## src/pec_pkg.sv

```systemverilog
// Shared constants for the port edge change interrupt block.
// Assumes a 32-bit classic Wishbone slave with byte addresses.
package pec_pkg;
	localparam int PEC_AW = 8;
	localparam int PEC_DW = 32;
	localparam int PEC_PIN_CNT = 4;
	localparam int PEC_PIN_LSB = 4;
	localparam int PEC_PIN_MSB = 7;
	localparam int PEC_SYNC_STAGES = 2;

	localparam logic [7:0] PEC_OFS_RISE_EN = 8'h00;
	localparam logic [7:0] PEC_OFS_FALL_EN = 8'h04;
	localparam logic [7:0] PEC_OFS_FLAGS = 8'h08;
	localparam logic [7:0] PEC_OFS_IRQ_STATUS = 8'h0C;
	localparam logic [7:0] PEC_OFS_IRQ_MASK = 8'h10;
	localparam logic [7:0] PEC_OFS_PIN_LEVEL = 8'h14;

	localparam int PEC_SUMMARY_BIT = 0;

	localparam logic [3:0] PEC_RST_RISE_EN = 4'h0;
	localparam logic [3:0] PEC_RST_FALL_EN = 4'h0;
	localparam logic [3:0] PEC_RST_FLAGS = 4'h0;
	localparam logic PEC_RST_SUMMARY = 1'b0;
	localparam logic PEC_RST_MASK = 1'b0;
	localparam logic [31:0] PEC_RD_ZERO = 32'h0000_0000;
endpackage : pec_pkg

```

## src/pec_sync.sv

```systemverilog
// Two-stage synchroniser for asynchronous pin levels.
// Assumes the destination clock is clk; only stage two is read.
`timescale 1ns/1ns
module pec_sync #(
	parameter int W = 4
) (
	input wire logic clk, // System clock
	input wire logic rst_n, // Synchronous reset, active low
	input wire logic [W-1:0] d, // Asynchronous input
	output logic [W-1:0] q // Synchronised level
);
	logic [W-1:0] meta_q;
	logic [W-1:0] sync_q;

	always_ff @(posedge clk) begin
		if (!rst_n) begin
			meta_q <= '0;
			sync_q <= '0;
		end else begin
			meta_q <= d;
			sync_q <= meta_q;
		end
	end

	assign q = sync_q;
endmodule : pec_sync

```

## src/pec_edge_cell.sv

```systemverilog
// Edge qualifier for one monitored pin.
// Assumes cur and prev are synchronised samples one clock apart.
`timescale 1ns/1ns
module pec_edge_cell (
	input wire logic cur, // Current synchronised sample
	input wire logic prev, // Previous synchronised sample
	input wire logic armed, // Previous sample is meaningful
	input wire logic rise_en, // Rising edge detection enabled
	input wire logic fall_en, // Falling edge detection enabled
	output logic set_flag // Qualified edge, one-cycle pulse
);
	logic rise;
	logic fall;

	assign rise = cur & ~prev;
	assign fall = ~cur & prev;
	// Both enables set catches either direction
	assign set_flag = armed & ((rise & rise_en) | (fall & fall_en));
endmodule : pec_edge_cell

```

## src/pec_top.sv

```systemverilog
// Edge change interrupt logic for port pins 7 to 4, Wishbone slave.
// Assumes pins are asynchronous and the bus master is classic Wishbone.
`timescale 1ns/1ns
// Notes on behaviour
// - Rising edge on pin 7..4 is an event when its rise enable is 1.
// - Falling edge on pin 7..4 is an event when its fall enable is 1.
// - A disabled polarity is ignored and never sets a flag.
// - An enabled edge sets that pin's change flag.
// - Any flag set by hardware also sets the shared summary flag.
// - Flags hold until software writes 0; a same-cycle set wins.
// - Bits 3..0 of enable and flag registers read 0, ignore writes.
module pec_top
	import pec_pkg::*;
(
	input wire logic clk, // System clock, 50 MHz
	input wire logic rst_n, // Synchronous reset, active low
	input wire logic wb_cyc_i, // Bus cycle
	input wire logic wb_stb_i, // Strobe
	input wire logic wb_we_i, // Write enable
	input wire logic [PEC_AW-1:0] wb_adr_i, // Byte address
	input wire logic [3:0] wb_sel_i, // Byte lane selects
	input wire logic [PEC_DW-1:0] wb_dat_i, // Write data
	output logic [PEC_DW-1:0] wb_dat_o, // Read data
	output logic wb_ack_o, // Acknowledge
	input wire logic [PEC_PIN_CNT-1:0] monitored_port_pin, // Pins 7..4
	output logic irq // Level interrupt
);
	logic ack_q;
	logic [PEC_DW-1:0] rdat_q;
	logic [PEC_DW-1:0] rdat_d;
	logic [PEC_PIN_CNT-1:0] rise_en_q;
	logic [PEC_PIN_CNT-1:0] fall_en_q;
	logic [PEC_PIN_CNT-1:0] flags_q;
	logic [PEC_PIN_CNT-1:0] flags_d;
	logic summary_q;
	logic mask_q;
	logic armed_q;
	logic [PEC_PIN_CNT-1:0] pin_s;
	logic [PEC_PIN_CNT-1:0] pin_prev_q;
	logic [PEC_PIN_CNT-1:0] hw_set;
	logic req;
	logic wr_lo;
	logic rise_en_wr;
	logic fall_en_wr;
	logic flag_wr;
	logic status_wr;
	logic mask_wr;
	logic [PEC_PIN_CNT-1:0] wr_nib;

	assign req = wb_cyc_i & wb_stb_i;
	// Writes land at the same edge the master samples ack
	assign wr_lo = req & wb_we_i & ack_q & wb_sel_i[0];
	assign wr_nib = wb_dat_i[PEC_PIN_MSB:PEC_PIN_LSB];
	assign rise_en_wr = wr_lo & (wb_adr_i == PEC_OFS_RISE_EN);
	assign fall_en_wr = wr_lo & (wb_adr_i == PEC_OFS_FALL_EN);
	assign flag_wr = wr_lo & (wb_adr_i == PEC_OFS_FLAGS);
	assign status_wr = wr_lo & (wb_adr_i == PEC_OFS_IRQ_STATUS);
	assign mask_wr = wr_lo & (wb_adr_i == PEC_OFS_IRQ_MASK);

	// One wait state: ack one cycle after the request, for one cycle
	always_ff @(posedge clk) begin
		if (!rst_n) begin
			ack_q <= 1'b0;
		end else begin
			ack_q <= req & ~ack_q;
		end
	end

	assign wb_ack_o = ack_q;
	assign wb_dat_o = rdat_q;

	// Unmapped addresses answer with zero data
	always_comb begin
		rdat_d = PEC_RD_ZERO;
		case (wb_adr_i)
			PEC_OFS_RISE_EN: begin
				rdat_d[PEC_PIN_MSB:PEC_PIN_LSB] = rise_en_q;
			end
			PEC_OFS_FALL_EN: begin
				rdat_d[PEC_PIN_MSB:PEC_PIN_LSB] = fall_en_q;
			end
			PEC_OFS_FLAGS: begin
				rdat_d[PEC_PIN_MSB:PEC_PIN_LSB] = flags_q;
			end
			PEC_OFS_IRQ_STATUS: begin
				rdat_d[PEC_SUMMARY_BIT] = summary_q;
			end
			PEC_OFS_IRQ_MASK: begin
				rdat_d[PEC_SUMMARY_BIT] = mask_q;
			end
			PEC_OFS_PIN_LEVEL: begin
				rdat_d[PEC_PIN_MSB:PEC_PIN_LSB] = pin_s;
			end
			default: begin
				rdat_d = PEC_RD_ZERO;
			end
		endcase
	end

	always_ff @(posedge clk) begin
		if (!rst_n) begin
			rdat_q <= PEC_RD_ZERO;
		end else if (req & ~ack_q & ~wb_we_i) begin
			rdat_q <= rdat_d;
		end else if (ack_q) begin
			rdat_q <= PEC_RD_ZERO;
		end
	end

	// Only the upper nibble is stored; low bits cannot hold a write
	always_ff @(posedge clk) begin
		if (!rst_n) begin
			rise_en_q <= PEC_RST_RISE_EN;
		end else if (rise_en_wr) begin
			rise_en_q <= wr_nib;
		end
	end

	always_ff @(posedge clk) begin
		if (!rst_n) begin
			fall_en_q <= PEC_RST_FALL_EN;
		end else if (fall_en_wr) begin
			fall_en_q <= wr_nib;
		end
	end

	pec_sync #(
		.W(PEC_PIN_CNT)
	) u_sync (
		.clk(clk),
		.rst_n(rst_n),
		.d(monitored_port_pin),
		.q(pin_s)
	);

	// First sample after reset only primes the history; a pin high in reset still shows as a rise two edges after release
	always_ff @(posedge clk) begin
		if (!rst_n) begin
			pin_prev_q <= '0;
			armed_q <= 1'b0;
		end else begin
			pin_prev_q <= pin_s;
			armed_q <= 1'b1;
		end
	end

	for (genvar i = 0; i < PEC_PIN_CNT; i++) begin : g_pin
		pec_edge_cell u_cell (
			.cur(pin_s[i]),
			.prev(pin_prev_q[i]),
			.armed(armed_q),
			.rise_en(rise_en_q[i]),
			.fall_en(fall_en_q[i]),
			.set_flag(hw_set[i])
		);
	end

	// Writing 0 clears, writing 1 keeps; hardware set wins
	always_comb begin
		flags_d = flags_q;
		if (flag_wr) begin
			flags_d = flags_q & wr_nib;
		end
		flags_d = flags_d | hw_set;
	end

	always_ff @(posedge clk) begin
		if (!rst_n) begin
			flags_q <= PEC_RST_FLAGS;
		end else begin
			flags_q <= flags_d;
		end
	end

	// Summary is write-one-to-clear; a new edge beats the clear
	always_ff @(posedge clk) begin
		if (!rst_n) begin
			summary_q <= PEC_RST_SUMMARY;
		end else if (|hw_set) begin
			summary_q <= 1'b1;
		end else if (status_wr & wb_dat_i[PEC_SUMMARY_BIT]) begin
			summary_q <= 1'b0;
		end
	end

	always_ff @(posedge clk) begin
		if (!rst_n) begin
			mask_q <= PEC_RST_MASK;
		end else if (mask_wr) begin
			mask_q <= wb_dat_i[PEC_SUMMARY_BIT];
		end
	end

	assign irq = summary_q & mask_q;

	// Checks
	logic [PEC_PIN_CNT-1:0] rise_hit;
	logic [PEC_PIN_CNT-1:0] fall_hit;

	assign rise_hit = pin_s & ~pin_prev_q & rise_en_q & {PEC_PIN_CNT{armed_q}};
	assign fall_hit = ~pin_s & pin_prev_q & fall_en_q & {PEC_PIN_CNT{armed_q}};
endmodule : pec_top

```

## config.mk

```make
export PLATFORM = sky130hd
export DESIGN_NAME = pec_top
export DESIGN_NICKNAME = d
export VERILOG_FILES = /design/src/pec_pkg.sv /design/src/pec_sync.sv /design/src/pec_edge_cell.sv /design/src/pec_top.sv
export SDC_FILE = /design/constraint.sdc
export NUM_CORES = 1
export LEC_CHECK = 0
export BUFFER_PORTS_ARGS = -buffer_cell sky130_fd_sc_hd__buf_2
export CAP_MARGIN = 20
export CORE_MARGIN = 2
export CORE_UTILIZATION = 45
export DETAILED_ROUTE_END_ITERATION = 16
export PLACE_DENSITY_LB_ADDON = 0.25
export SLEW_MARGIN = 40
export SYNTH_ARGS = -nofsm -noshare
export SYNTH_HDL_FRONTEND = slang
export SYNTH_HIERARCHICAL = 1
export SYNTH_SLANG_ARGS = --single-unit
```

## constraint.sdc

```tcl
create_clock -name clk -period 2.4 [get_ports clk]
set_clock_uncertainty 0.1 [all_clocks]
set_input_delay 0.24 -clock clk [delete_from_list [all_inputs] [get_ports clk]]
set_output_delay 0.24 -clock clk [all_outputs]
set_load 0.005 [all_outputs]
```

After elaboration in Yosys (flattened, before gate mapping)
Index checks and enable logic that the tools add are counted.
W data, S select, Z words.
{ "word_totals": {"input_bits": 53, "out_inout_bits": 34, "register_bits": 33, "word_cells": 77} }
{ "op_classes": {"n_mux": 8, "bitwise_logic": 49, "n_eq_ne": 5, "reduce_logical": 4} }
{ "ops": {"columns": ["cell", "count"], "rows": [
  ["$and A1 B1 Y1", 33],
  ["$eq A8 B4 Y1 const B", 2],
  ["$eq A8 B5 Y1 const B", 2],
  ["$mux W8", 2],
  ["$pmux W4 S4", 1],
  ["$not A1 Y1", 10],
  ["$eq A8 B3 Y1 const B", 1],
  ["$logic_not A8 Y1", 1],
  ["$and A4 B4 Y4", 1],
  ["$mux W4", 1],
  ["$or A1 B1 Y1", 4],
  ["$or A4 B4 Y4", 1],
  ["$reduce_bool A2 Y1", 2],
  ["$reduce_or A4 Y1", 1],
  ["$mux W1", 3],
  ["$pmux W1 S2", 1]
]} }

Longest topological paths before layout
Gate-level depths: netlist of run 1.
{ "logic_depth": {"word_depth": 8, "ltp_mapped": 6, "depth_no_buf": 4} }

Hierarchy
The synthesis of run 1 kept the hierarchy.
{ "by_module_without_submodules": {"columns": ["module", "area_per_inst_um2", "cells_per_inst", "seq_area_each_um2", "n_inst"], "rows": [
  ["pec_top", 1357.6, 159, 500.5, 1],
  ["pec_sync", 210.2, 16, 160.2, 1],
  ["pec_edge_cell", 21.3, 3, 0.0, 4]
]} }

Least setup slack after synthesis of run 1
Ideal clock, no wire load.
{ "synth_timing": {"kind": "input to register", "start": "input wb_adr_i[0]", "end": "register mask_q", "path_stages": 5, "setup_ps": 121, "required_time_ps": 2179, "t_arrival_ps": 1654, "n_path_buf": 1, "path_slack_ps": 525, "cell_sequence": "or4_4 > or4_4 > buf_6 > o21ai_1 > a21oi_1"} }
{ "synth_via": {"elab_chain_len": 2} }
{ "synth_lines": {"columns": ["item", "line_no", "rtl"], "rows": [
  ["from (decl)", "pec_top.sv:20", "input wire logic [PEC_AW-1:0] wb_adr_i,"],
  ["$eq A8 B5 Y1", "pec_top.sv:58", "assign mask_wr = wr_lo & (wb_adr_i == PEC_OFS_IRQ_MASK);"],
  ["$and A1 B1 Y1", "pec_top.sv:58", null],
  ["to (signal assigned)", "pec_top.sv:190", "mask_q <= wb_dat_i[PEC_SUMMARY_BIT];"],
  ["to (decl)", "pec_top.sv:36", "logic mask_q;"]
]} }
Every way passes these cells.
A chain may end at the register's enable or synchronous reset.

Final worst setup path of run 1
{ "layout_timing": {"start": "input wb_adr_i[0]", "end": "register flags_q[2]"} }
{ "layout_via": {"elab_chain_len": 4} }
{ "layout_lines": {"columns": ["item", "line_no", "rtl"], "rows": [
  ["$eq A8 B4 Y1", "pec_top.sv:56", "assign flag_wr = wr_lo & (wb_adr_i == PEC_OFS_FLAGS);"],
  ["$and A1 B1 Y1", "pec_top.sv:56", null],
  ["$mux W4", "pec_top.sv:161", "if (flag_wr) begin"],
  ["$or A4 B4 Y4", "pec_top.sv:164", "flags_d = flags_d | hw_set;"],
  ["to (signal assigned)", "pec_top.sv:171", "flags_q <= flags_d;"],
  ["to (decl)", "pec_top.sv:33", "logic [PEC_PIN_CNT-1:0] flags_q;"]
]} }
Every way passes these cells.

==> out/qor.json, run 1 <==
{
  "clock_tree": {
    "postCtsResizedCells": 0,
    "path_clk_slew_ns": 0.06,
    "ctsLongestPathBuffers": 2,
    "clkSinkCount": 33,
    "tritoncts.num_buffers": 5,
    "hold_buffers": 0,
    "cts-root-buf": "sky130_fd_sc_hd__clkbuf_8",
    "clock_latency_ns": 0.28,
    "tritoncts": "yes",
    "ctsHtreeMaxLevel": 2,
    "post_cts_buffers": 0
  },
  "timing": {
    "period_minus_slack_ns": 1.75,
    "timing.final.setup_violations": 0,
    "achievable-frequency_ghz": 0.570,
    "setup_tns_ns": 0,
    "finalHoldWorstSlack_ns": 0.0570,
    "timing_hold_violations_final": 0,
    "max-slew-margin-rel_pct": 65.3,
    "grt_setup_unrepaired": "false",
    "worst_slew_pin_slew_ns": 0.516,
    "period_share_pct": 73.1,
    "finalMaxSlewViolations": 0
  },
  "placed_design": {
    "place_inst": 259,
    "gp_congestion": 0.814,
    "dp_hpwl_mm": 2.35,
    "io_buffers": 29
  },
  "critical_path": {
    "reg_to_reg_endpoint": "flags_q[2]$_SDFF_PN0_",
    "cp-startpoint": "wb_adr_i[0]",
    "r2r_path_start": "wb_ack_o$_SDFF_PN0_",
    "worst_ep_arrival_time_ns": 1.80,
    "crit_fanout": 5,
    "required_time_reported_for_the_critical_path_endpoint_ns": 2.44,
    "timing.critical_path.to_type": "register",
    "worst-r2r-setup-slack_ns": 0.83,
    "setup_crit_end": "flags_q[2]$_SDFF_PN0_",
    "r2r_cells": 4,
    "worst-setup-path-type": "in2reg",
    "critPathLaunchType": "primary input"
  },
  "grt": {
    "initial_antenna_violation_count": 0,
    "grt_pass1_vias": 1152,
    "grt_max_degree": 21,
    "gr-usage-all-layers_pct": 16.2,
    "grt_overflow": 0,
    "grt_first_pass_wirelength_mm": 5.20
  },
  "logic_synthesis": {
    "netlist-cell-type-count": 31,
    "mapped_cells": 187,
    "synth_seq_area_share_pct": 40.0,
    "syn-cell-area_um2": 1650,
    "post_synth_and_or_nand_nor_area_fraction_pct": 29.5,
    "synth_fa_ha_area_share_pct": 0,
    "synth_enable_flop_cells": 0,
    "fraction_of_synthesized_cell_area_in_xor_and_xnor_cells_pct": 0,
    "postSynthAreaPerCell_um2": 8.84,
    "async_flop_share_pct": 0,
    "synth_mux_area_share_pct": 2.42,
    "synth_top_family_by_area": "simple AND/OR/NAND/NOR gates",
    "synth_seq_cells": 33,
    "synth-compound-area-share_pct": 12.9,
    "yosysTopAreaCellShare_pct": 40.0,
    "post-synth-top-area-cell": "sky130_fd_sc_hd__dfxtp_1",
    "postSynth.topFlopCell": "sky130_fd_sc_hd__dfxtp_1",
    "synth_top_cells_by_area": "sky130_fd_sc_hd__dfxtp_1 40%, sky130_fd_sc_hd__buf_4 12%, sky130_fd_sc_hd__nand4b_1 9.0%",
    "ys_warn_count": 6,
    "synthMostInstantiatedCell": "sky130_fd_sc_hd__dfxtp_1",
    "most_used_standard_cells_in_the_synthesized_netlist": "33 x sky130_fd_sc_hd__dfxtp_1, 27 x sky130_fd_sc_hd__buf_4, 17 x sky130_fd_sc_hd__nand4b_1"
  },
  "detailed_routing": {
    "routed_wirelength_mm": 3.17,
    "wl_per_cell_um": 11.9,
    "detailedRoute.firstPassIterationCount": 4,
    "vias_per_cell": 5.09,
    "drc": 0,
    "vias": 1359,
    "antenna_left": 0,
    "detailedRoute.firstIterationViolations": 98
  },
  "layout": {
    "layout-area-overhead-vs-synth_pct": 12.2,
    "fin_cells": 267,
    "filler_cell_count": 371,
    "finish.net_count": 271,
    "antennaDiodeCount": 0,
    "drive_above_1_share_pct": 19.6
  },
  "power": {
    "irDropWorstVdd_mv": 0.361,
    "power.share.clock_pct": 44.9,
    "sequentialPowerShare_pct": 47.9,
    "power.static_leakage_nw": 0.787,
    "swShare_pct": 21.2,
    "switching_power_mw": 0.249,
    "power-per-cell-area_nw_per_um2": 634,
    "internal_power_mw": 0.926,
    "share_comb_of_total_power_pct": 7.2
  },
  "floorplan": {
    "floorplan.initialDensity_pct": 45.8,
    "die_x_um": 64.6,
    "core-area_um2": 3610,
    "design.die.area_um2": 4170,
    "rows": 22,
    "die_height_um": 64.6,
    "ioPinCount": 87
  },
  "flow_run": {
    "max_capacitance_violation_count": 0
  },
  "hold_path": {
    "min-delay-path-class": "in2reg"
  },
  "status": {
    "run_status": "finished, final reports clean"
  }
}
[final cells by class]
type                       instances  area, µm²  share of cell area, %
clock buffer                       7       86.3                   4.66
clock inverter                     1       30.0                   1.62
inverter                           4       15.0                  0.810
multi-input combinational        143        842                   45.4
sequential                        33        661                   35.6
tap                               48       60.1                   3.24
timing repair buffer              31        160                   8.64
[routing by layer]
layer | track usage (%) | share of wire (%) | vias to the layer above
met5 | 0 | 0 | -
met4 | 6.38 | 2.0 | 0
met3 | 5.03 | 7.7 | 8
met2 | 24.5 | 42 | 55
met1 | 21.5 | 48 | 614
li1 | - | - | 682
[sequential cells by signal, summed over array words and instances (netlist names)]
name and count:
wb_dat_o 5, fall_en_q 4, flags_q 4, pin_prev_q 4
rise_en_q 4, u_sync/meta_q 4, u_sync/q 4, armed_q 1
mask_q 1, summary_q 1, wb_ack_o 1
[metrics by stage]
stage                     setup WS [ns]  instance area [µm²]  power, mW  util [%]
after floorplan                   0.525                 1750      0.654         -
after global placement            0.403                 1740      0.659      48.2
after detailed placement          0.382                 1740      0.659      48.2
after CTS                         0.649                 1850       1.19      51.4
after global routing              0.513                 1850       1.22      51.4
final                             0.646                 1850       1.17      51.4
[critical path, cell delays in order]
cell	delay, ns
sky130_fd_sc_hd__buf_2	0.10
sky130_fd_sc_hd__or4_4	0.57
sky130_fd_sc_hd__or3_1	0.36
sky130_fd_sc_hd__nor3_1	0.41
sky130_fd_sc_hd__a21oi_1	0.12
[layout by cell type (no fill, tap or decap), drive strengths merged, types with 2 or more instances in the layout]
cell and count:
nand3 10, nand2 11, nand4b 17, clkbuf 7, nand4 4, nor2 7
or4 2, dfxtp 33, and2 13, buf 31, inv 3, or3 2
a21oi 16, mux2i 4, o2bb2ai 4, o21ai 15, conb 27, nor4 3
nand2b 2
[worst min-delay path by stage]
stage	from	endpoint	slack (ns)	depth (start not counted)
after global routing	monitored_port_pin[1]	u_sync/meta_q[1]$_SDFF_PN0_	0.06	2
after CTS	monitored_port_pin[2]	u_sync/meta_q[2]$_SDFF_PN0_	0.05	2
after global placement	u_sync/meta_q[3]$_SDFF_PN0_	u_sync/q[3]$_SDFF_PN0_	0.31	1
after detailed placement	u_sync/meta_q[2]$_SDFF_PN0_	u_sync/q[2]$_SDFF_PN0_	0.32	1
final	monitored_port_pin[2]	u_sync/meta_q[2]$_SDFF_PN0_	0.06	2
after floorplan	rst_n	armed_q$_DFF_P_	0.17	0
[power groups by stage]
stage	sequential (mW)	combinational (mW)	clock (mW)
2_1_floorplan	0.574	0.0804	0
3_3_place_gp	0.575	0.0834	0
3_5_place_dp	0.576	0.0830	0
4_1_cts	0.563	0.0833	0.539
5_1_grt	0.564	0.0943	0.564
6_report	0.563	0.0841	0.528
[logic make-up (layout without fill, tap and decap cells)]
family	Yosys count	in the layout
AOI/OAI and AO/OA	37	37
buffers and inverters	37	43
DFF	33	33
muxes	4	4
other	1	27
and+or+nand+nor	75	75
No activity file was read; power rests on OpenSTA's default activity.
==> run 2, diff against run 1 <==
--- a/config.mk
+++ b/config.mk
@@ -8,7 +8,7 @@
 export BUFFER_PORTS_ARGS = -buffer_cell sky130_fd_sc_hd__buf_2
 export CAP_MARGIN = 20
 export CORE_MARGIN = 2
-export CORE_UTILIZATION = 45
+export CORE_UTILIZATION = 40
 export DETAILED_ROUTE_END_ITERATION = 16
 export PLACE_DENSITY_LB_ADDON = 0.25
 export SLEW_MARGIN = 40
==> constraint.sdc (replaced) <==
create_clock -name clk -period 1.4 [get_ports clk]
set_clock_uncertainty 0.1 [all_clocks]
set_input_delay 0.14 -clock clk [delete_from_list [all_inputs] [get_ports clk]]
set_output_delay 0.14 -clock clk [all_outputs]
set_load 0.005 [all_outputs]
==> run 2 against run 1 <==
Compared with the run above: the flow now finishes with violations (setup timing); register-to-register slack got worse by 0.89 ns; clock power rose by 36%; worst setup slack got worse by 0.75 ns; global-route usage rose by 2.3 points.
==> out/qor.json, run 2 (synthesis results as in run 1) <==
{
  "status": {
    "run_status": {"value": "complete, but fails checks", "change": "was finished, final reports clean"},
    "violations_in_the_final_reports": "setup timing"
  },
  "power": {
    "switching_power": {"value": 0.442, "unit": "mW", "change": "was 0.249 mW"},
    "irDropWorstVdd": {"value": 0.596, "unit": "mV", "change": "was 0.361 mV"},
    "sequentialPowerShare": {"value": 51.7, "unit": "%", "change": "was 47.9%"},
    "power.static_leakage": {"value": 0.875, "unit": "nW", "change": "was 0.787 nW"},
    "power-per-cell-area": {"value": 911, "unit": "nW/µm²", "change": "was 634 nW/µm²"},
    "share_comb_of_total_power": {"value": 9.9, "unit": "%", "change": "was 7.2%"},
    "internal_power": {"value": 1.43, "unit": "mW", "change": "was 0.926 mW"},
    "swShare": {"value": 23.6, "unit": "%", "change": "was 21.2%"},
    "total_power": {"value": 1.87, "unit": "mW", "change": "was 1.17 mW"},
    "power.share.clock": {"value": 38.4, "unit": "%", "change": "was 44.9%"}
  },
  "critical_path": {
    "worst-r2r-setup-slack": {"value": -0.06, "unit": "ns", "change": "was 0.83 ns"},
    "critPathLaunchType": {"value": "primary input", "change": "unchanged"},
    "r2r_path_start": {"value": "wb_ack_o$_SDFF_PN0_", "change": "unchanged"},
    "timing.critical_path.to_type": {"value": "register", "change": "unchanged"},
    "crit_fanout": {"value": 5, "change": "unchanged"},
    "cp-startpoint": {"value": "wb_adr_i[6]", "change": "was wb_adr_i[0]"},
    "required_time_reported_for_the_critical_path_endpoint": {"value": 1.46, "unit": "ns", "change": "was 2.44 ns"},
    "worst-setup-path-type": {"value": "in2reg", "change": "unchanged"},
    "worst_ep_arrival_time": {"value": 1.57, "unit": "ns", "change": "was 1.80 ns"}
  },
  "timing": {
    "period_minus_slack_ns": 1.50,
    "grt_setup_unrepaired": {"value": "true", "change": "was false"},
    "setup_tns": {"value": -1.11, "unit": "ns", "change": "was 0 ns"},
    "period_share_pct": 107,
    "finalMaxSlewViolations": {"value": 0, "change": "unchanged"},
    "timing_hold_violations_final": {"value": 0, "change": "unchanged"},
    "layout_setup_ws": {"value": -0.104, "unit": "ns", "change": "was 0.646 ns"},
    "achievable-frequency_ghz": 0.665,
    "timing.final.setup_violations": {"value": 16, "change": "was 0"}
  },
  "detailed_routing": {
    "wl_met3": {"value": 271, "unit": "µm", "change": "was 243 µm"},
    "detailedRoute.firstPassIterationCount": {"value": 4, "change": "unchanged"},
    "top_signal_layer_used": {"value": "met4", "change": "unchanged"},
    "drc": {"value": 0, "change": "unchanged"},
    "detailedRoute.firstIterationViolations": {"value": 39, "change": "was 98"},
    "routed-wl-met2": {"value": 1.78, "unit": "mm", "change": "was 1.34 mm"},
    "vias": {"value": 1464, "change": "was 1359"},
    "antenna_left": {"value": 0, "change": "unchanged"},
    "wl_per_cell": {"value": 13.2, "unit": "µm", "change": "was 11.9 µm"},
    "vias_per_cell": {"value": 5.08, "change": "was 5.09"},
    "drt-met1-wl": {"value": 1.69, "unit": "mm", "change": "was 1.52 mm"},
    "routed_wirelength": {"value": 3.79, "unit": "mm", "change": "was 3.17 mm"}
  },
  "flow_run": {
    "max_capacitance_violation_count": {"value": 0, "change": "unchanged"}
  },
  "clock_tree": {
    "ctsHtreeMaxLevel": {"value": 2, "change": "unchanged"},
    "clock_latency": {"value": 0.28, "unit": "ns", "change": "about the same"},
    "path_clk_slew": {"value": 0.07, "unit": "ns", "change": "was 0.06 ns"},
    "cts-root-buf": {"value": "sky130_fd_sc_hd__clkbuf_8", "change": "unchanged"},
    "clkSinkCount": {"value": 33, "change": "unchanged"},
    "tritoncts": {"value": "yes", "change": "unchanged"},
    "tritoncts.num_buffers": {"value": 5, "change": "unchanged"},
    "ctsLongestPathBuffers": {"value": 2, "change": "unchanged"}
  },
  "grt": {
    "gr-usage-all-layers": {"value": 18.5, "unit": "%", "change": "was 16.2%"},
    "grt_pass1_vias": {"value": 1300, "change": "was 1152"},
    "initial_antenna_violation_count": {"value": 0, "change": "unchanged"},
    "grt_overflow": {"value": 0, "change": "unchanged"},
    "grt_first_pass_wirelength": {"value": 6.15, "unit": "mm", "change": "was 5.20 mm"},
    "grt_max_degree": {"value": 16, "change": "was 21"}
  },
  "floorplan": {
    "design.die.area": {"value": 4660, "unit": "µm²", "change": "was 4170 µm²"},
    "rows": {"value": 23, "change": "was 22"},
    "die_x": {"value": 68.3, "unit": "µm", "change": "was 64.6 µm"},
    "floorplan.initialDensity": {"value": 41.3, "unit": "%", "change": "was 45.8%"},
    "die_height": {"value": 68.3, "unit": "µm", "change": "was 64.6 µm"},
    "ioPinCount": {"value": 87, "change": "unchanged"},
    "core-area": {"value": 4000, "unit": "µm²", "change": "was 3610 µm²"}
  },
  "layout": {
    "final_design_area_no_fill": {"value": 2050, "unit": "µm²", "change": "was 1850 µm²"},
    "area.sequential": {"value": 662, "unit": "µm²", "change": "was 661 µm²"},
    "finish.net_count": {"value": 291, "change": "was 271"},
    "filler_cell_count": {"value": 398, "change": "was 371"},
    "multi_input_area": {"value": 896, "unit": "µm²", "change": "was 842 µm²"},
    "finalCoreUtilization": {"value": 51.2, "unit": "%", "change": "was 51.4%"},
    "largest_register_ff_count": {"value": 5, "change": "unchanged"},
    "layout-area-overhead-vs-synth": {"value": 24.0, "unit": "%", "change": "was 12.2%"},
    "drive_above_1_share": {"value": 29.4, "unit": "%", "change": "was 19.6%"},
    "antennaDiodeCount": {"value": 0, "change": "unchanged"},
    "layout_commonest_cell": {"value": "sky130_fd_sc_hd__dfxtp_1", "change": "unchanged"},
    "final_cell_mix": {"value": "32 x sky130_fd_sc_hd__dfxtp_1, 29 x sky130_fd_sc_hd__buf_2, 27 x sky130_fd_sc_hd__conb_1", "change": "was 33 x sky130_fd_sc_hd__dfxtp_1, 29 x sky130_fd_sc_hd__buf_2, 27 x sky130_fd_sc_hd__conb_1"}
  },
  "placed_design": {
    "placedInstanceArea": {"value": 1840, "unit": "µm²", "change": "was 1740 µm²"},
    "io_buffers": {"value": 29, "change": "unchanged"},
    "dp_hpwl": {"value": 2.75, "unit": "mm", "change": "was 2.35 mm"},
    "place_ws": {"value": -0.446, "unit": "ns", "change": "was 0.382 ns"},
    "gp_congestion": {"value": 0.816, "change": "was 0.814"}
  },
  "hold_path": {
    "min-delay-path-class": {"value": "in2reg", "change": "unchanged"},
    "worstHoldStart": {"value": "wb_dat_i[0]", "change": "was monitored_port_pin[2]"}
  }
}
==> run 2: power groups by stage <==
stage	logic (mW)	registers (mW)	clock network (mW)
CTS	0.180	0.966	0.743
detailed placement	0.166	0.987	0
floorplan	0.138	0.984	0
global placement	0.165	0.986	0
finish	0.185	0.966	0.717
global route	0.210	0.967	0.778
==> run 2: worst max-delay path, cell delays in order <==
cell                      delay [ns]
sky130_fd_sc_hd__buf_6          0.09
sky130_fd_sc_hd__or4_4          0.56
sky130_fd_sc_hd__or4_4          0.57
sky130_fd_sc_hd__o21ai_2        0.13
sky130_fd_sc_hd__a21oi_1        0.07
==> run 2: final cells by class <==
cell class,count,share of cell area [%]
Inverter,4,0.733
Sequential cell,33,32.3
Multi-Input combinational cell,144,43.7
Clock buffer,7,4.21
Timing Repair Buffer,50,16.0
Tap cell,50,3.05
==> run 2: per-stage QoR <==
stage                     instances  hold slack [ns]
after CTS                       288           0.0159
final                           288           0.0111
after global placement          274            0.243
after detailed placement        274            0.245
after global routing            288           0.0151
after floorplan                 213           0.0677
==> run 2: path summary, 6_finish.rpt <==
check                              endpoint  cells after the start
setup reg to reg  fall_en_q[1]$_SDFFE_PN0P_                      4
setup / recovery  fall_en_q[1]$_SDFFE_PN0P_                      5
hold / removal          mask_q$_SDFFE_PN0P_                      3
hold reg to reg      u_sync/q[3]$_SDFF_PN0_                      1
==> run 2: what timing repair did <==
action	4_1_cts	5_1_grt
hold buffers	4	0
endpoints found under the hold margin	4	0
gates resized for setup	6	10
cloned	2	0
buffers inserted	1	0
setup endpoints to repair	18	18
pin swaps	26	8
==> run 2: routing by layer <==
metal  track usage, %  vias to the layer above
li1                 -                      721
met1             23.2                      682
met2             29.9                       55
met3             5.43                        6
met4             6.75                        0
met5                0                        -
